File: config.mk
export PLATFORM = sky130hd
export DESIGN_NAME = flash_page_window_decoder
export DESIGN_NICKNAME = d
export VERILOG_FILES = /design/src/rtl/flash_page_pkg.sv /design/src/rtl/paged_window_map.sv /design/src/rtl/flash_page_window_decoder.sv
export SDC_FILE = /design/constraint.sdc
export NUM_CORES = 1
export LEC_CHECK = 0
export ABC_CLOCK_PERIOD_IN_PS = 800
export BUFFER_PORTS_ARGS = -buffer_cell sky130_fd_sc_hd__buf_4
export CORE_MARGIN = 3
export CORE_UTILIZATION = 36
export DETAILED_ROUTE_END_ITERATION = 12
export GPL_TIMING_DRIVEN = 0
export MAX_ROUTING_LAYER = met4
export PLACE_DENSITY = 0.76
export REMOVE_ABC_BUFFERS = 1
export SLEW_MARGIN = 20
export SYNTH_ARGS = -nofsm -noshare
export SYNTH_HDL_FRONTEND = slang
export SYNTH_HIERARCHICAL = 1
export SYNTH_SLANG_ARGS = --single-unit
export TNS_END_PERCENT = 50
File: constraint.sdc
create_clock -name clk -period 0.8 [get_ports clk]
set_input_delay 0.16 -clock clk [delete_from_list [all_inputs] [get_ports clk]]
set_output_delay 0.16 -clock clk [all_outputs]
set_load 0.005 [all_outputs]
File: src/rtl/flash_page_pkg.sv
// package with address windows, page codes and variant encodings
package flash_page_pkg;
   localparam logic [5:0] PAGE_BOTTOM   = 6'h3D;
   localparam logic [5:0] PAGE_MIDDLE   = 6'h3E;
   localparam logic [5:0] PAGE_TOP      = 6'h3F;
   localparam logic [5:0] PAGE_128K_LO  = 6'h38;
   localparam logic [2:0] LOW_64K_MIN   = 3'h4;
   localparam logic [2:0] LOW_96K_MIN   = 3'h2;
   localparam logic [1:0] WIN_BOTTOM    = 2'h0;
   localparam logic [1:0] WIN_MIDDLE    = 2'h1;
   localparam logic [1:0] WIN_PAGED     = 2'h2;
   localparam logic [1:0] WIN_TOP       = 2'h3;
   localparam logic [1:0] RESET_VARIANT = 2'h3;
   localparam int         ADDR_WIN_MSB  = 15;
   localparam int         ADDR_WIN_LSB  = 14;
   localparam int         ADDR_OFS_MSB  = 13;
   localparam int         PAGE_SLOTS    = 8;

   typedef enum logic [1:0] {
      VAR_32K,
      VAR_64K,
      VAR_96K,
      VAR_128K
   } flash_variant_t;

   typedef struct packed {
      logic        valid;
      logic [15:0] addr;
   } cpu_req_t;

   typedef struct packed {
      logic        flash_sel;
      logic        pass_on;
      logic [5:0]  page;
      logic [13:0] offset;
   } flash_map_t;
endpackage

File: src/rtl/paged_window_map.sv
// maps a page select value to the physical page of the paged window
`timescale 1ns/10ps
`default_nettype none
module paged_window_map
   import flash_page_pkg::*;
(
   input  wire logic [7:0]     program_page_select,
   input  wire flash_variant_t variant,
   output logic                hit,
   output logic [5:0]          page
);
   logic [2:0] low;

   always_comb begin
      low  = program_page_select[2:0];
      hit  = 1'b0;
      page = PAGE_TOP;
      case (variant)
         VAR_32K: begin
            hit  = 1'b1;
            page = program_page_select[0] ? PAGE_TOP : PAGE_MIDDLE;
         end
         VAR_64K: begin
            hit  = (low >= LOW_64K_MIN);
            page = PAGE_128K_LO | {3'h0, low};
         end
         VAR_96K: begin
            hit  = (low >= LOW_96K_MIN);
            page = PAGE_128K_LO | {3'h0, low};
         end
         default: begin
            hit  = 1'b1;
            page = PAGE_128K_LO | {3'h0, low};
         end
      endcase
   end
endmodule
`default_nettype wire

File: src/rtl/flash_page_window_decoder.sv
// flash page window decoder: cpu address to internal flash page
//
// Contract
// - no external page bits; every paged hit resolves to an internal page
// - window 8000-BFFF shows the page chosen by page select
// - with flash enabled, C000-FFFF always maps to page 3F
// - with flash enabled and middle not hidden, 4000-7FFF maps to 3E
// - with flash enabled, 0000-3FFF maps to page 3D except 32K
// - 128K: paged window shows 38-3F from low three select bits
// - 64K low bits 4-7 give 3C-3F; 96K low bits 2-7 give 3A-3F
// - 32K: even select shows 3E, odd shows 3F
`timescale 1ns/10ps
`default_nettype none
module flash_page_window_decoder
   import flash_page_pkg::*;
(
   input  wire logic           clk,
   input  wire logic           rst,
   input  wire cpu_req_t       req,
   input  wire logic [7:0]     program_page_select,
   input  wire logic           flash_enable,
   input  wire logic           flash_hide_middle,
   input  wire flash_variant_t variant,
   output flash_map_t          map
);
   typedef struct packed {
      flash_map_t map_r;
   } state_t;

   state_t     st_r;
   state_t     st_nxt;
   logic       paged_hit;
   logic [5:0] paged_page;
   logic [1:0] win;

   // one decode of the window bits, shared by the map logic and the checkers from a_hide_top_kept on
   function automatic logic [1:0] window_of(input logic [15:0] addr);
      return addr[ADDR_WIN_MSB:ADDR_WIN_LSB];
   endfunction

   // the paged lookup is shared with nothing else, kept apart for clarity
   paged_window_map u_map (
      .program_page_select (program_page_select),
      .variant             (variant),
      .hit                 (paged_hit),
      .page                (paged_page)
   );

   always_comb begin
      st_nxt = '0;
      win    = window_of(req.addr);
      st_nxt.map_r.offset = req.addr[ADDR_OFS_MSB:0];
      if (req.valid && flash_enable) begin
         if (win == WIN_TOP) begin
            st_nxt.map_r.flash_sel = 1'b1;
            st_nxt.map_r.page      = PAGE_TOP;
         end else if (win == WIN_PAGED) begin
            st_nxt.map_r.flash_sel = paged_hit;
            st_nxt.map_r.page      = paged_page;
         end else if (win == WIN_MIDDLE) begin
            // no 16K variant is supported, so the exception never applies
            st_nxt.map_r.flash_sel = !flash_hide_middle;
            st_nxt.map_r.page      = PAGE_MIDDLE;
         end else begin
            st_nxt.map_r.flash_sel = (variant != VAR_32K);
            st_nxt.map_r.page      = PAGE_BOTTOM;
         end
      end
      st_nxt.map_r.pass_on = req.valid && !st_nxt.map_r.flash_sel;
   end

   always_ff @(posedge clk or posedge rst) begin
      if (rst) begin
         st_r <= '0;
      end else begin
         st_r <= st_nxt;
      end
   end

   assign map = st_r.map_r;

   a_top_fixed: assert property (@(posedge clk) disable iff (rst)
      (req.valid && flash_enable && req.addr[15:14] == WIN_TOP)
      |=> (map.flash_sel && map.page == PAGE_TOP))
      else $error("top window not mapped to page 3F");
   a_middle_fixed: assert property (@(posedge clk) disable iff (rst)
      (req.valid && flash_enable && !flash_hide_middle
       && req.addr[15:14] == WIN_MIDDLE)
      |=> (map.flash_sel && map.page == PAGE_MIDDLE))
      else $error("middle window not mapped to page 3E");
   a_middle_hidden: assert property (@(posedge clk) disable iff (rst)
      (req.valid && flash_hide_middle && req.addr[15:14] == WIN_MIDDLE)
      |=> (!map.flash_sel && map.pass_on))
      else $error("hidden middle window selected flash");
   a_bottom_fixed: assert property (@(posedge clk) disable iff (rst)
      (req.valid && flash_enable && req.addr[15:14] == WIN_BOTTOM)
      |=> (map.flash_sel == ($past(variant) != VAR_32K)
           && (!map.flash_sel || map.page == PAGE_BOTTOM)))
      else $error("bottom window mapping wrong");
   a_paged_128k: assert property (@(posedge clk) disable iff (rst)
      (req.valid && flash_enable && variant == VAR_128K
       && req.addr[15:14] == WIN_PAGED)
      |=> (map.flash_sel
           && map.page[2:0] == $past(program_page_select[2:0])
           && map.page[5:3] == PAGE_128K_LO[5:3]))
      else $error("128K paged mapping wrong");
   a_paged_partial: assert property (@(posedge clk) disable iff (rst)
      (req.valid && flash_enable && variant == VAR_64K
       && req.addr[15:14] == WIN_PAGED)
      |=> (map.flash_sel == ($past(program_page_select[2:0]) >= LOW_64K_MIN)))
      else $error("64K paged hit wrong");
   a_paged_32k: assert property (@(posedge clk) disable iff (rst)
      (req.valid && flash_enable && variant == VAR_32K
       && req.addr[15:14] == WIN_PAGED)
      |=> (map.page == ($past(program_page_select[0]) ? PAGE_TOP
                                                       : PAGE_MIDDLE)))
      else $error("32K paged mapping wrong");
   a_disabled_pass: assert property (@(posedge clk) disable iff (rst)
      (req.valid && !flash_enable) |=> (!map.flash_sel && map.pass_on))
      else $error("flash selected while disabled");
   a_offset_kept: assert property (@(posedge clk) disable iff (rst)
      req.valid |=> (map.offset == $past(req.addr[13:0])))
      else $error("offset not carried");

   // fixed windows under the hide and variant controls
   a_hide_top_kept: assert property (@(posedge clk) disable iff (rst)
      (req.valid && flash_enable && flash_hide_middle
       && window_of(req.addr) == WIN_TOP)
      |=> (map.flash_sel && map.page == PAGE_TOP))
      else $error("hide control disturbed the top window");

   a_top_32k: assert property (@(posedge clk) disable iff (rst)
      (req.valid && flash_enable && variant == VAR_32K
       && window_of(req.addr) == WIN_TOP)
      |=> (map.flash_sel && map.page == PAGE_TOP))
      else $error("32K top window not mapped to page 3F");

   a_middle_32k: assert property (@(posedge clk) disable iff (rst)
      (req.valid && flash_enable && !flash_hide_middle && variant == VAR_32K
       && window_of(req.addr) == WIN_MIDDLE)
      |=> (map.flash_sel && map.page == PAGE_MIDDLE))
      else $error("32K middle window not mapped to page 3E");

   a_bottom_32k: assert property (@(posedge clk) disable iff (rst)
      (req.valid && flash_enable && variant == VAR_32K
       && window_of(req.addr) == WIN_BOTTOM)
      |=> (!map.flash_sel && map.pass_on))
      else $error("32K bottom window selected flash");

   a_hide_bottom: assert property (@(posedge clk) disable iff (rst)
      (req.valid && flash_enable && flash_hide_middle && variant != VAR_32K
       && window_of(req.addr) == WIN_BOTTOM)
      |=> (map.flash_sel && map.page == PAGE_BOTTOM))
      else $error("hide control disturbed the bottom window");

   // paged window per variant
   a_hide_paged: assert property (@(posedge clk) disable iff (rst)
      (req.valid && flash_enable && flash_hide_middle && variant == VAR_128K
       && window_of(req.addr) == WIN_PAGED)
      |=> map.flash_sel)
      else $error("hide control disturbed the paged window");

   a_paged_96k: assert property (@(posedge clk) disable iff (rst)
      (req.valid && flash_enable && variant == VAR_96K
       && window_of(req.addr) == WIN_PAGED)
      |=> (map.flash_sel == ($past(program_page_select[2:0]) >= LOW_96K_MIN)))
      else $error("96K paged hit wrong");

   a_paged_32k_sel: assert property (@(posedge clk) disable iff (rst)
      (req.valid && flash_enable && variant == VAR_32K
       && window_of(req.addr) == WIN_PAGED)
      |=> (map.flash_sel && !map.pass_on))
      else $error("32K paged window not selected");

   a_paged_refused: assert property (@(posedge clk) disable iff (rst)
      (req.valid && flash_enable && variant == VAR_64K
       && window_of(req.addr) == WIN_PAGED
       && program_page_select[2:0] < LOW_64K_MIN)
      |=> (!map.flash_sel && map.pass_on))
      else $error("unimplemented page selected flash");

   // one checker per select slot: a stuck page bit shows up by slot, and
   // the upper select bits must not disturb the slot they land in
   for (genvar k = 0; k < PAGE_SLOTS; k++) begin : g_slot
      a_slot_page: assert property (@(posedge clk) disable iff (rst)
         (req.valid && flash_enable && variant != VAR_32K
          && window_of(req.addr) == WIN_PAGED
          && program_page_select[2:0] == 3'(k))
         |=> (!map.flash_sel || map.page == (PAGE_128K_LO | 6'(k))))
         else $error("paged slot mapped to wrong page");
   end

   // every access resolves exactly one way, and only when asked
   a_idle_quiet: assert property (@(posedge clk) disable iff (rst)
      !req.valid |=> (!map.flash_sel && !map.pass_on))
      else $error("idle cycle produced a map result");

   a_one_outcome: assert property (@(posedge clk) disable iff (rst)
      req.valid |=> (map.flash_sel != map.pass_on))
      else $error("valid access not resolved exactly once");

   a_sel_needs_on: assert property (@(posedge clk) disable iff (rst)
      map.flash_sel |-> $past(flash_enable && req.valid))
      else $error("flash selected without an enabled access");

   a_pass_on_req: assert property (@(posedge clk) disable iff (rst)
      map.pass_on |-> $past(req.valid))
      else $error("pass on raised without an access");

   a_page_internal: assert property (@(posedge clk) disable iff (rst)
      map.flash_sel |-> (map.page[5:3] == PAGE_128K_LO[5:3]))
      else $error("selected page outside internal flash");

   c_paged: cover property (@(posedge clk) disable iff (rst)
      map.flash_sel && $past(req.addr[15:14]) == WIN_PAGED);
   c_top: cover property (@(posedge clk) disable iff (rst)
      map.flash_sel && map.page == PAGE_TOP);
   c_pass: cover property (@(posedge clk) disable iff (rst) map.pass_on);
   c_middle: cover property (@(posedge clk) disable iff (rst)
      map.flash_sel && map.page == PAGE_MIDDLE);
   c_refused: cover property (@(posedge clk) disable iff (rst)
      map.pass_on && $past(flash_enable && req.valid));
endmodule
`default_nettype wire

==> impl_metrics.tcl <==
set metrics [dict create \
    worstPathRequired_ps 640 \
    num_antenna_cells 0 \
    die-area_sq_mm 0.00277 \
    final_common_cell "buf_4" \
    dieHeight_um 52.6 \
    ys_seq_area_share_pct 70.4 \
    cap_viol_max_count 0 \
    drt_pass1_iterations 2 \
    ys_warn_count 6 \
    cts_root_buffer "clkbuf_4" \
    ir_drop_v 0.000818 \
    gp_congestion 0.684 \
    slew_headroom_pct 49.0 \
    layout-area-overhead-vs-synth_pct 80.5 \
    cp.arrival_ps 820 \
    cts_tree "built" \
    final_cells 153 \
    fin_crit_sh_pct 122 \
    hold_viol 0 \
    place_inst 135 \
    cpPeakStageDelay_ps 410 \
    cp_slowest_cell "dfrtp_1" \
    worst_pin_slew_ps 765 \
    syn_inst 63 \
    critical_path.startpoint "map[8]$_DFF_PP0_" \
    portBuffers 47 \
    path_cells "buf_6" \
    power.leakage_nw 0.714 \
    antenna_found_initial 0 \
    fmax_ghz 1.03 \
    vias 647 \
    postCtsSetupRepairBufs 0 \
    syn_avg_cell_area_sq_um 12.4 \
    wl_um 1830 \
    cts.clk_slew.worst_paths_ps 110 \
    dp_hpwl_um 1180 \
    wl_per_cell_um 12.0 \
    dp_slack_ps -483 \
    largest_register_ffs 22 \
    grt_max_degree 23 \
    total_power_mw 2.16 \
    setup_viol 24 \
    crit_fanout 1 \
    rows 16 \
    cts_sinks 22 \
    power-per-cell-area_mw_per_mm2 1530 \
    cts_buffers 3 \
    nets 161 \
    ant_nets 0 \
    grt_pass1_wl_um 2840 \
    yosys.cell_types.count 18 \
    drcViolationCount 0 \
    final_core_util_pct 70.5 \
    initial_core_util_pct 39.1 \
    clockBufferDepth 2 \
    outcome "finished with violations" \
    crit_type "register to output pin" \
    rsz0062_at_grt "yes" \
    violations "negative setup slack" \
    hold_ws_ps 1.66 \
    hold_path_class "input pin to asynchronous set/reset pin" \
    first_global_vias 633 \
    final.min_clock_period_ps 975 \
    final-max-slew-violation-count 0 \
    startpoint_type "register" \
    grtUsageTotal_pct 14.8 \
    die_w_um 52.6 \
    vias_per_cell 4.23 \
    cts.htree.levels 1 \
    ys_ff_latch 22 \
    io_pins 53 \
    drive_gt1_share_pct 42.1 \
    drt_iter0_drc 1 \
    core_sq_mm 0.00200 \
    crit_buf_inv 1 \
    end_kind "output pin" \
    path_delay_family "flip-flops" \
    grt_overflow 0 \
    fin_ws_ps -175 \
    synth_area_sq_um 782 \
    final_cell_mix "buf_4, dfrtp_1, buf_6, dlygate4sd3_1, nor2_1" \
]
where the power goes:
| group | switching, mW | leakage, nW | internal, mW |
|---|---|---|---|
| Sequential | 0.0291 | 0.267 | 1.17 |
| Combinational | 0.132 | 0.426 | 0.261 |
| Clock | 0.289 | 0.0210 | 0.277 |
logic make-up (layout without fill, tap and decap cells):
group                      Yosys count  after routing  synth area share (%)
and+or+nand+nor                     24             24                  15.4
DFF                                 22             22                  70.4
buffers and inverters                8             69                  5.76
AOI/OAI and AO/OA                    5              5                  3.20
adders and majority gates            3              3                  4.80
other                                1              3                 0.480
cells in the mapped netlist:
| cell | instances | share of area, % |
|---|---|---|
| a21oi_1 | 3 | 1.9 |
| and3_1 | 1 | 0.80 |
| buf_4 | 4 | 3.8 |
| conb_1 | 1 | 0.48 |
| dfrtp_1 | 22 | 70 |
| ha_1 | 3 | 4.8 |
| inv_1 | 4 | 1.9 |
| nand2_1 | 1 | 0.48 |
| nand2b_1 | 2 | 1.6 |
| nand3_1 | 1 | 0.64 |
| nand4b_1 | 1 | 1.1 |
| nor2_1 | 12 | 5.8 |
| nor3_1 | 1 | 0.64 |
| o21ai_0 | 1 | 0.64 |
| o21ai_1 | 1 | 0.64 |
| or2_1 | 2 | 1.6 |
| or2b_1 | 2 | 1.9 |
| or3_1 | 1 | 0.80 |
area by class of cell:
type	count	area, sq um
Sequential cell	22	551
Multi-Input combinational cell	35	200
Timing Repair Buffer	61	576
Inverter	4	15.0
Tap cell	27	33.8
Clock buffer	4	36.3
Fill cell	131	591
layer usage:
metal  GRT usage, %  wire length, um
met3           5.13              264
met1           16.5              734
met5              -                0
met4           7.66               21
met2           23.3              808
what timing repair did:
| action | in CTS | in global routing |
|---|---|---|
| endpoints found under the setup margin | 24 | 24 |
| gates resized for setup | 24 | 0 |
| hold buffers | 14 | 0 |
| pin swaps | 3 | 0 |
| hold endpoints to repair | 14 | 0 |
| cloned | 0 | 0 |
worst paths after layout:
| path | to | slack (ps) | cells past startpoint |
|---|---|---|---|
| worst max-delay path | map[8] | -180 | 1 |
| worst min-delay path | map[11]$_DFF_PP0_ | 2 | 2 |
| max in group asynchronous | map[16]$_DFF_PP0_ | 330 | 2 |
| min in group clk | map[20]$_DFF_PP0_ | 110 | 2 |
per-stage QoR:
stage / instance area (sq um) / TNS [ps]
6_report: 1410 / -3640
5_1_grt: 1410 / -4750
4_1_cts: 1410 / -3710
3_5_place_dp: 1150 / -2560
3_3_place_gp: 1150 / -2490
2_1_floorplan: 759 / -686
(Power assumes the default switching activity.)
